===== src/sow_pkg.sv =====
/*
 * sow_pkg: constants and types shared by the system options and periodic
 * wakeup register bank.
 * assumes a single 200 MHz bus clock; register access is a byte-wide
 * request carried by sow_req_t.
 */
package sow_pkg;

   // register indices on the register request port
   localparam logic [2:0] IDX_DEBUG_FORCE_RESET = 3'h0;
   localparam logic [2:0] IDX_SYSTEM_OPTIONS = 3'h1;
   localparam logic [2:0] IDX_PART_NUMBER_HIGH = 3'h2;
   localparam logic [2:0] IDX_PART_NUMBER_LOW = 3'h3;
   localparam logic [2:0] IDX_WAKEUP_STATUS_CONTROL = 3'h4;

   // debug_force_reset fields
   localparam int DBG_FORCED_RESET_BIT = 0;
   localparam logic [7:0] DBG_FORCE_RESET_READ = 8'h00;

   // system_options fields
   localparam int OPT_WATCHDOG_ENABLE = 7;
   localparam int OPT_WATCHDOG_TIMEOUT_SELECT = 6;
   localparam int OPT_STOP_ALLOW = 5;
   localparam int OPT_DEBUG_PIN_ENABLE = 1;
   localparam logic [7:0] OPT_IMPL_MASK = 8'he2;
   localparam logic [7:0] OPT_RESET = 8'hc2;

   // part identification, value arbitrary
   localparam logic [11:0] PART_NUMBER_FIELD = 12'h5a3;

   // wakeup_status_control fields
   localparam int WKP_FLAG = 7;
   localparam int WKP_ACKNOWLEDGE = 6;
   localparam int WKP_CLOCK_SELECT = 5;
   localparam int WKP_INTERRUPT_ENABLE = 4;
   localparam int WKP_PERIOD_LSB = 0;
   localparam logic [7:0] WKP_RESET = 8'h00;

   // timing
   localparam int CLK_MHZ = 200;
   localparam int T_WAKEUP_OSC_US = 1150;
   localparam int WAKEUP_OSC_CYC = T_WAKEUP_OSC_US * CLK_MHZ;
   localparam int WKP_INT_BASE_TICKS = 8;
   localparam int WDOG_SHORT_CYC = 2 ** 13;
   localparam int WDOG_LONG_CYC = 2 ** 18;

   typedef struct packed {
      logic wr;
      logic rd;
      logic fromDebug;
      logic [2:0] idx;
      logic [7:0] wdata;
   } sow_req_t;

   typedef struct packed {
      logic watchdogEnable;
      logic watchdogTimeoutSelect;
      logic stopAllow;
      logic debugPinEnable;
   } sow_opt_t;

endpackage : sow_pkg


===== src/sow_sync.sv =====
/*
 * sow_sync: three-stage synchroniser for a pin input.
 * assumes the pin is asynchronous to clk; the output moves only when the
 * second and third stages agree.
 */
`timescale 1ns/1ps
module sow_sync
   import sow_pkg::*;
(
   input wire logic clk,
   input wire logic reset_n,
   input wire logic pinIn,
   output logic pinOut
);

   logic stage1_q;
   logic stage2_q;
   logic stage3_q;

   // first stage feeds only the second
   always_ff @(posedge clk) begin
      if (!reset_n) begin
         stage1_q <= 1'b0;
         stage2_q <= 1'b0;
         stage3_q <= 1'b0;
      end else begin
         stage1_q <= pinIn;
         stage2_q <= stage1_q;
         stage3_q <= stage2_q;
      end
   end

   always_ff @(posedge clk) begin
      if (!reset_n) begin
         pinOut <= 1'b0;
      end else if (stage2_q == stage3_q) begin
         pinOut <= stage3_q;
      end
   end

endmodule : sow_sync


===== src/sow_system_options.sv =====
/*
 * sow_system_options: system configuration bank with debug forced reset,
 * write-once options, part identification and periodic wakeup timer.
 * assumes the register request port is driven by the bus clock domain and
 * that the reset controller acts on the reset request pulses.
 */
// Function
// - forced-reset register always reads zero
// - user-program writes to forced reset ignored
// - debug writing bit0 one forces reset
// - options accept only first write after reset
// - options bits 3 and 2 read zero
// - watchdog enable resets one, gates watchdog
// - timeout select: one long, zero short
// - stop while disallowed forces illegal-opcode reset
// - debug pin enable selects pin function
// - fixed read-only 12-bit part number
// - wakeup flag read-only, set on timeout
// - acknowledge one clears flag, reads zero
// - clock select: internal or external source
// - interrupt enable readable and writable
// - internal periods 9.2 ms doubling upward
// - external: code zero off, else divide
// - internal oscillator runs independently
// - wakeup register bit 3 reads zero
// - forced reset reports no reset cause
`timescale 1ns/1ps
module sow_system_options
   import sow_pkg::*;
#(
   parameter int WAKEUP_OSC_CYCLES = WAKEUP_OSC_CYC,
   parameter int WDOG_SHORT_CYCLES = WDOG_SHORT_CYC,
   parameter int WDOG_LONG_CYCLES = WDOG_LONG_CYC
)
(
   input wire logic clk,
   input wire logic reset_n,
   input wire sow_req_t busReq,
   output logic [7:0] busRdata,
   input wire logic watchdogService,
   input wire logic stopExec,
   input wire logic extClkPin,
   input wire logic portPinData,
   output logic watchdogResetReq,
   output logic illegalOpResetReq,
   output logic stopGrant,
   output logic debugResetReq,
   output logic resetCauseQuiet,
   output logic wakeupIrq,
   output logic wakeupPulse,
   output logic debugPinFunction,
   output logic portPinOut,
   output logic portPinOe_n
);

   localparam logic [31:0] OSC_LAST = 32'(WAKEUP_OSC_CYCLES - 1);
   localparam logic [17:0] WD_SHORT_LAST = 18'(WDOG_SHORT_CYCLES - 1);
   localparam logic [17:0] WD_LONG_LAST = 18'(WDOG_LONG_CYCLES - 1);

   sow_opt_t opt_q;
   logic optLocked_q;
   logic wkpFlag_q;
   logic wkpClockSelect_q;
   logic wkpIrqEnable_q;
   logic [2:0] wkpPeriod_q;
   logic [31:0] oscCnt_q;
   logic oscTick_q;
   logic [15:0] wkpCnt_q;
   logic [15:0] wkpLast;
   logic wkpEvent;
   logic wkpOff;
   logic wkpTimeout;
   logic extSync;
   logic extPrev_q;
   logic extRise;
   logic [17:0] wdCnt_q;
   logic [17:0] wdLast;
   logic optWrite;
   logic wkpWrite;
   logic dbgWrite;
   logic [7:0] optRead;
   logic [7:0] wkpRead;
   logic [7:0] rdata_d;

   assign optWrite = busReq.wr && busReq.idx == IDX_SYSTEM_OPTIONS;
   assign wkpWrite = busReq.wr && busReq.idx == IDX_WAKEUP_STATUS_CONTROL;
   assign dbgWrite = busReq.wr && busReq.fromDebug &&
                     busReq.idx == IDX_DEBUG_FORCE_RESET;

   // forced reset request from the debug host

   always_ff @(posedge clk) begin
      if (!reset_n) begin
         debugResetReq <= 1'b0;
      end else begin
         debugResetReq <= dbgWrite && busReq.wdata[DBG_FORCED_RESET_BIT];
      end
   end

   assign resetCauseQuiet = debugResetReq;

   // write-once system options

   always_ff @(posedge clk) begin
      if (!reset_n) begin
         optLocked_q <= 1'b0;
      end else if (optWrite) begin
         optLocked_q <= 1'b1;
      end
   end

   always_ff @(posedge clk) begin
      if (!reset_n) begin
         opt_q.watchdogEnable <= OPT_RESET[OPT_WATCHDOG_ENABLE];
         opt_q.watchdogTimeoutSelect <=
            OPT_RESET[OPT_WATCHDOG_TIMEOUT_SELECT];
         opt_q.stopAllow <= OPT_RESET[OPT_STOP_ALLOW];
         opt_q.debugPinEnable <= OPT_RESET[OPT_DEBUG_PIN_ENABLE];
      end else if (optWrite && !optLocked_q) begin
         opt_q.watchdogEnable <= busReq.wdata[OPT_WATCHDOG_ENABLE];
         opt_q.watchdogTimeoutSelect <=
            busReq.wdata[OPT_WATCHDOG_TIMEOUT_SELECT];
         opt_q.stopAllow <= busReq.wdata[OPT_STOP_ALLOW];
         opt_q.debugPinEnable <= busReq.wdata[OPT_DEBUG_PIN_ENABLE];
      end
   end

   // watchdog

   assign wdLast = opt_q.watchdogTimeoutSelect ? WD_LONG_LAST
                                               : WD_SHORT_LAST;

   always_ff @(posedge clk) begin
      if (!reset_n) begin
         wdCnt_q <= 18'h00000;
         watchdogResetReq <= 1'b0;
      end else if (!opt_q.watchdogEnable || watchdogService) begin
         wdCnt_q <= 18'h00000;
         watchdogResetReq <= 1'b0;
      end else if (wdCnt_q >= wdLast) begin
         // shortened limit after a write is caught by >=
         wdCnt_q <= 18'h00000;
         watchdogResetReq <= 1'b1;
      end else begin
         wdCnt_q <= wdCnt_q + 18'h00001;
         watchdogResetReq <= 1'b0;
      end
   end

   // stop instruction handling

   always_ff @(posedge clk) begin
      if (!reset_n) begin
         illegalOpResetReq <= 1'b0;
         stopGrant <= 1'b0;
      end else begin
         illegalOpResetReq <= stopExec && !opt_q.stopAllow;
         stopGrant <= stopExec && opt_q.stopAllow;
      end
   end

   // shared debug / output-only pin

   assign debugPinFunction = opt_q.debugPinEnable;

   always_ff @(posedge clk) begin
      if (!reset_n) begin
         portPinOut <= 1'b0;
         portPinOe_n <= 1'b1;
      end else begin
         portPinOut <= portPinData;
         portPinOe_n <= opt_q.debugPinEnable;
      end
   end

   // internal wakeup oscillator

   always_ff @(posedge clk) begin
      if (!reset_n) begin
         oscCnt_q <= 32'h00000000;
         oscTick_q <= 1'b0;
      end else if (oscCnt_q >= OSC_LAST) begin
         oscCnt_q <= 32'h00000000;
         oscTick_q <= 1'b1;
      end else begin
         oscCnt_q <= oscCnt_q + 32'h00000001;
         oscTick_q <= 1'b0;
      end
   end

   // external wakeup clock

   sow_sync extSyncInst (
      .clk(clk),
      .reset_n(reset_n),
      .pinIn(extClkPin),
      .pinOut(extSync)
   );

   always_ff @(posedge clk) begin
      if (!reset_n) begin
         extPrev_q <= 1'b0;
      end else begin
         extPrev_q <= extSync;
      end
   end

   assign extRise = extSync && !extPrev_q;

   // wakeup period counter

   assign wkpEvent = wkpClockSelect_q ? extRise : oscTick_q;
   assign wkpOff = wkpClockSelect_q && wkpPeriod_q == 3'h0;

   always_comb begin
      wkpLast = 16'h0000;
      if (wkpClockSelect_q) begin
         case (wkpPeriod_q)
            3'h1: wkpLast = 16'h00ff;
            3'h2: wkpLast = 16'h03ff;
            3'h3: wkpLast = 16'h07ff;
            3'h4: wkpLast = 16'h0fff;
            3'h5: wkpLast = 16'h1fff;
            3'h6: wkpLast = 16'h3fff;
            3'h7: wkpLast = 16'h7fff;
            default: wkpLast = 16'h0000;
         endcase
      end else begin
         wkpLast = 16'((WKP_INT_BASE_TICKS << wkpPeriod_q) - 1);
      end
   end

   assign wkpTimeout = wkpEvent && !wkpOff && wkpCnt_q >= wkpLast;

   // restart on any control write so a new period starts clean
   always_ff @(posedge clk) begin
      if (!reset_n) begin
         wkpCnt_q <= 16'h0000;
      end else if (wkpWrite || wkpOff) begin
         wkpCnt_q <= 16'h0000;
      end else if (wkpTimeout) begin
         wkpCnt_q <= 16'h0000;
      end else if (wkpEvent) begin
         wkpCnt_q <= wkpCnt_q + 16'h0001;
      end
   end

   always_ff @(posedge clk) begin
      if (!reset_n) begin
         wakeupPulse <= 1'b0;
      end else begin
         wakeupPulse <= wkpTimeout;
      end
   end

   // wakeup status and control

   // timeout sets flag, set beats clear
   always_ff @(posedge clk) begin
      if (!reset_n) begin
         wkpFlag_q <= WKP_RESET[WKP_FLAG];
      end else if (wkpTimeout) begin
         // a timeout in the cycle of an ack still counts
         wkpFlag_q <= 1'b1;
      end else if (wkpWrite && busReq.wdata[WKP_ACKNOWLEDGE]) begin
         wkpFlag_q <= 1'b0;
      end
   end

   always_ff @(posedge clk) begin
      if (!reset_n) begin
         wkpClockSelect_q <= WKP_RESET[WKP_CLOCK_SELECT];
         wkpIrqEnable_q <= WKP_RESET[WKP_INTERRUPT_ENABLE];
         wkpPeriod_q <= WKP_RESET[WKP_PERIOD_LSB +: 3];
      end else if (wkpWrite) begin
         wkpClockSelect_q <= busReq.wdata[WKP_CLOCK_SELECT];
         wkpIrqEnable_q <= busReq.wdata[WKP_INTERRUPT_ENABLE];
         wkpPeriod_q <= busReq.wdata[WKP_PERIOD_LSB +: 3];
      end
   end

   assign wakeupIrq = wkpFlag_q && wkpIrqEnable_q;

   // read path

   always_comb begin
      optRead = 8'h00;
      optRead[OPT_WATCHDOG_ENABLE] = opt_q.watchdogEnable;
      optRead[OPT_WATCHDOG_TIMEOUT_SELECT] = opt_q.watchdogTimeoutSelect;
      optRead[OPT_STOP_ALLOW] = opt_q.stopAllow;
      optRead[OPT_DEBUG_PIN_ENABLE] = opt_q.debugPinEnable;
      optRead = optRead & OPT_IMPL_MASK;
   end

   always_comb begin
      // bit 3 and acknowledge read zero
      wkpRead = 8'h00;
      wkpRead[WKP_FLAG] = wkpFlag_q;
      wkpRead[WKP_CLOCK_SELECT] = wkpClockSelect_q;
      wkpRead[WKP_INTERRUPT_ENABLE] = wkpIrqEnable_q;
      wkpRead[WKP_PERIOD_LSB +: 3] = wkpPeriod_q;
   end

   always_comb begin
      case (busReq.idx)
         IDX_DEBUG_FORCE_RESET: rdata_d = DBG_FORCE_RESET_READ;
         IDX_SYSTEM_OPTIONS: rdata_d = optRead;
         IDX_PART_NUMBER_HIGH: rdata_d = {4'h0, PART_NUMBER_FIELD[11:8]};
         IDX_PART_NUMBER_LOW: rdata_d = PART_NUMBER_FIELD[7:0];
         IDX_WAKEUP_STATUS_CONTROL: rdata_d = wkpRead;
         default: rdata_d = 8'h00;
      endcase
   end

   // read data held until the next read
   always_ff @(posedge clk) begin
      if (!reset_n) begin
         busRdata <= 8'h00;
      end else if (busReq.rd) begin
         busRdata <= rdata_d;
      end
   end

endmodule : sow_system_options


===== config.mk =====
export PLATFORM = sky130hd
export DESIGN_NAME = sow_system_options
export DESIGN_NICKNAME = d
export VERILOG_FILES = /design/src/sow_pkg.sv /design/src/sow_sync.sv /design/src/sow_system_options.sv
export SDC_FILE = /design/constraint.sdc
export NUM_CORES = 1
export LEC_CHECK = 0
export CAP_MARGIN = 15
export CORE_MARGIN = 2
export CORE_UTILIZATION = 40
export CTS_CLUSTER_DIAMETER = 150
export CTS_CLUSTER_SIZE = 40
export DETAILED_ROUTE_END_ITERATION = 12
export DONT_BUFFER_PORTS = 1
export PLACE_DENSITY_LB_ADDON = 0.12
export SYNTH_ARGS = -nofsm -noshare
export SYNTH_HDL_FRONTEND = slang
export SYNTH_HIERARCHICAL = 1
export SYNTH_SLANG_ARGS = --single-unit
export TNS_END_PERCENT = 5

===== constraint.sdc =====
create_clock -name clk -period 6.2 [get_ports clk]
set_input_delay 0.93 -clock clk [delete_from_list [all_inputs] [get_ports clk]]
set_output_delay 0.93 -clock clk [all_outputs]
set_load 0.02 [all_outputs]

==> impl_metrics.env <==
export IMPL_cts_resized=0
export IMPL_synth_xor_area_share_pct=9.56
export IMPL_relSlewSlack_pct=41.9
export IMPL_worst_pin_slew_ns=0.866
export IMPL_yosysMostFrequentCell="dfxtp_1"
export IMPL_tns_ns=0
export IMPL_cts_made_buffers=9
export IMPL_reg2reg_depth=8
export IMPL_max_clock_path_buffers=2
export IMPL_async_flop_share_pct=0
export IMPL_post_place_ws_ns=3.00
export IMPL_drcViolationCount=0
export IMPL_die_area_um2=11600
export IMPL_critPathMaxFanout=18
export IMPL_synthAdderAreaFrac_pct=7.21
export IMPL_finalCritPeriodShare_pct=51.6
export IMPL_p_total_mw=1.08
export IMPL_synth_area_mux_share_pct=1.16
export IMPL_via_per_inst=5.14
export IMPL_synth_area_leaders="dfxtp_1 45%, ha_1 7.0%, xor2_1 6.1%"
export IMPL_min_from="extSyncInst/stage1_q$_SDFF_PN0_"
export IMPL_hold_path_class="reg -> reg"
export IMPL_cap_violations=0
export IMPL_start_util_pct=41.5
export IMPL_vias=3190
export IMPL_cts_sinks=97
export IMPL_end_kind="register"
export IMPL_hold_depth=1
export IMPL_report_final_slew_viol_count=0
export IMPL_cts_clk_slew_worst_paths_ns=0.09
export IMPL_synth_top_area_cell="dfxtp_1"
export IMPL_synth_area_um2=4310
export IMPL_synth_edf_count=0
export IMPL_antenna_found_initial=0
export IMPL_cts_tree="yes"
export IMPL_internal_power_uw=831
export IMPL_worst_ep_arrival_time_ns=3.42
export IMPL_drt_iter0_drc=103
export IMPL_rows=37
export IMPL_rsz0062_at_grt="no"
export IMPL_grt_start_max_net_pins=24
export IMPL_track_usage_pct=16.8
export IMPL_avgSynthCellArea_um2=9.10
export IMPL_ys_ff_latch=97
export IMPL_startpoint_type="register"
export IMPL_fmax_mhz=312
export IMPL_synth_common_cells="97 x dfxtp_1, 63 x nor2_1, 47 x nand2_1, 30 x xor2_1, 24 x ha_1"
export IMPL_grt_pass1_wl_um=15200
export IMPL_insertion_delay_ns=0.36
export IMPL_critPathMaxStageDelay_ns=0.59
export IMPL_clock_root_buffer="clkbuf_8"
export IMPL_ant_nets=0
export IMPL_hpwl_um=6380
export IMPL_post_cts_buffers=0
export IMPL_status="complete, no violations"
export IMPL_power_switching_uw=246
export IMPL_drt_wirelength_per_cell_um=14.2
export IMPL_hold_violations=0
export IMPL_synth_ff_type="dfxtp_1"
export IMPL_setup_violations_final=0
export IMPL_r2r_end="wkpCnt_q[2]$_SDFFE_PP0P_"
export IMPL_cts_hold_fix_buffers=0
export IMPL_firstDrtPassIters=4
export IMPL_rr_startpoint="wkpPeriod_q[1]$_SDFFE_PN0P_"
export IMPL_crit_chain="or2_2 > or3b_2 > ha_1 > nand2b_1 > a2111oi_0 > or4b_4 > a32oi_4 > nor4_1"
export IMPL_numPortBuffers=0
export IMPL_syn_inst=473
export IMPL_wl_um=8800
export IMPL_htreeDepth=3
export IMPL_synthSimpleGateAreaFrac_pct=25.7
export IMPL_grt_ovfl_total=0
export IMPL_layout_drive_gt1_share_pct=5.15
export IMPL_pwr_share_comb_pct=3.3
export IMPL_chipWidth_um=108
export IMPL_yosysUniqueCellTypes=52
export IMPL_min_period_ns=3.20
export IMPL_coreArea_um2=10400
export IMPL_synth_compound_area_share_pct=8.02
export IMPL_worstHoldEndpoint="extSyncInst/stage2_q$_SDFF_PN0_"
export IMPL_fin_ws_ns=3.00
export IMPL_synth_top_family_by_area="simple AND/OR/NAND/NOR gates"
export IMPL_rrSetupSlack_ns=3.00
export IMPL_synth_yosys_warnings=6
export IMPL_setup_worst_path_class="reg -> reg"
export IMPL_io_pins=38
export IMPL_skew_ns=0.0146
export IMPL_die_h_um=108
export IMPL_ys_seq_area_share_pct=45.1
export IMPL_diodes=0
export IMPL_sequentialPowerShare_pct=60.1
export IMPL_powerDensity_nw_per_um2=233
export IMPL_p_leak_nw=1.72
export IMPL_clockPowerShare_pct=36.6
export IMPL_gp_congestion=0.831
export IMPL_worstPathRequired_ns=6.42
export IMPL_nets=525
export IMPL_synthToLayoutAreaGrowth_pct=7.32
export IMPL_slowest_stage="a32oi_4"
export IMPL_vdd_drop_max_uv=117
export IMPL_switching_share_pct=22.8
export IMPL_grt_pass1_vias=3131
export IMPL_synth_top_area_share_pct=45.1
## through the flow
stage | util, % | hold WS [ns] | instance area [µm²] | cells
2_1_floorplan | - | 0.406 | 4360 | 487
3_3_place_gp | 42.8 | 0.412 | 4440 | 606
3_5_place_dp | 42.8 | 0.422 | 4440 | 606
4_1_cts | 44.6 | 0.446 | 4620 | 621
5_1_grt | 44.6 | 0.473 | 4620 | 621
6_report | 44.6 | 0.441 | 4620 | 621
## cell usage in the layout (no fill, tap or decap), drive strengths merged, types with 11 or more instances in the layout
cell type / count
conb: 16
xnor2: 17
xor2: 30
a21oi: 20
nand4: 11
dfxtp: 97
nand3: 21
o21ai: 13
ha: 24
nor4: 21
nand2: 47
nor2: 63
## layer usage
layer	routed length (µm)	global-route usage, %
met1	4180	20.9
met2	4100	27.2
met3	391	4.54
met4	136	7.23
met5	0	0
## critical path, delay by kind of cell, from the launching register on
family	cells	cell delay [ns]
AND/OR/NAND/NOR	5	1.66
AO/OA/AOI/OAI	2	0.68
flip-flops	1	0.44
adder cells (fa/ha/maj)	1	0.29
## logic make-up after synthesis
family / Yosys count
other: 2
muxes: 5
DFF: 97
and+or+nand+nor: 218
buffers and inverters: 27
adders and majority gates: 25
xor gates and xnor gates: 47
AOI/OAI and AO/OA: 52
## flip-flops by register name (all words and copies together), names as in the netlist, 3 cells and up
signal       count
oscCnt_q        32
wdCnt_q         18
wkpCnt_q        16
busRdata         7
optRead          3
wkpPeriod_q      3
## power groups by stage
stage,Sequential (mW),Clock (mW),Combinational (mW)
6_report,0.647,0.394,0.0355
5_1_grt,0.650,0.438,0.0413
4_1_cts,0.648,0.412,0.0358
3_5_place_dp,0.662,0,0.0356
3_3_place_gp,0.662,0,0.0346
2_1_floorplan,0.658,0,0.0327
## worst max path at each step
stage                                      from                   endpoint  slack (ns)
floorplan           wkpPeriod_q[0]$_SDFFE_PN0P_   wkpCnt_q[6]$_SDFFE_PP0P_        3.40
global placement    wkpPeriod_q[1]$_SDFFE_PN0P_   wkpCnt_q[6]$_SDFFE_PP0P_        3.02
detailed placement  wkpPeriod_q[1]$_SDFFE_PN0P_   wkpCnt_q[5]$_SDFFE_PP0P_        3.00
CTS                 wkpPeriod_q[1]$_SDFFE_PN0P_   wkpCnt_q[6]$_SDFFE_PP0P_        2.98
global route        wkpPeriod_q[1]$_SDFFE_PN0P_  wkpCnt_q[10]$_SDFFE_PP0P_        2.79
finish              wkpPeriod_q[1]$_SDFFE_PN0P_   wkpCnt_q[2]$_SDFFE_PP0P_        3.00
## layout make-up
class	instances	area, µm²
Clock buffer	9	124
Multi-Input combinational cell	363	2280
Sequential cell	97	1940
Fill cell	1033	5750
Inverter	9	33.8
Clock inverter	6	60.1
Timing Repair Buffer	1	7.51
Tap cell	136	170
Power figures use the tool's default switching activity.
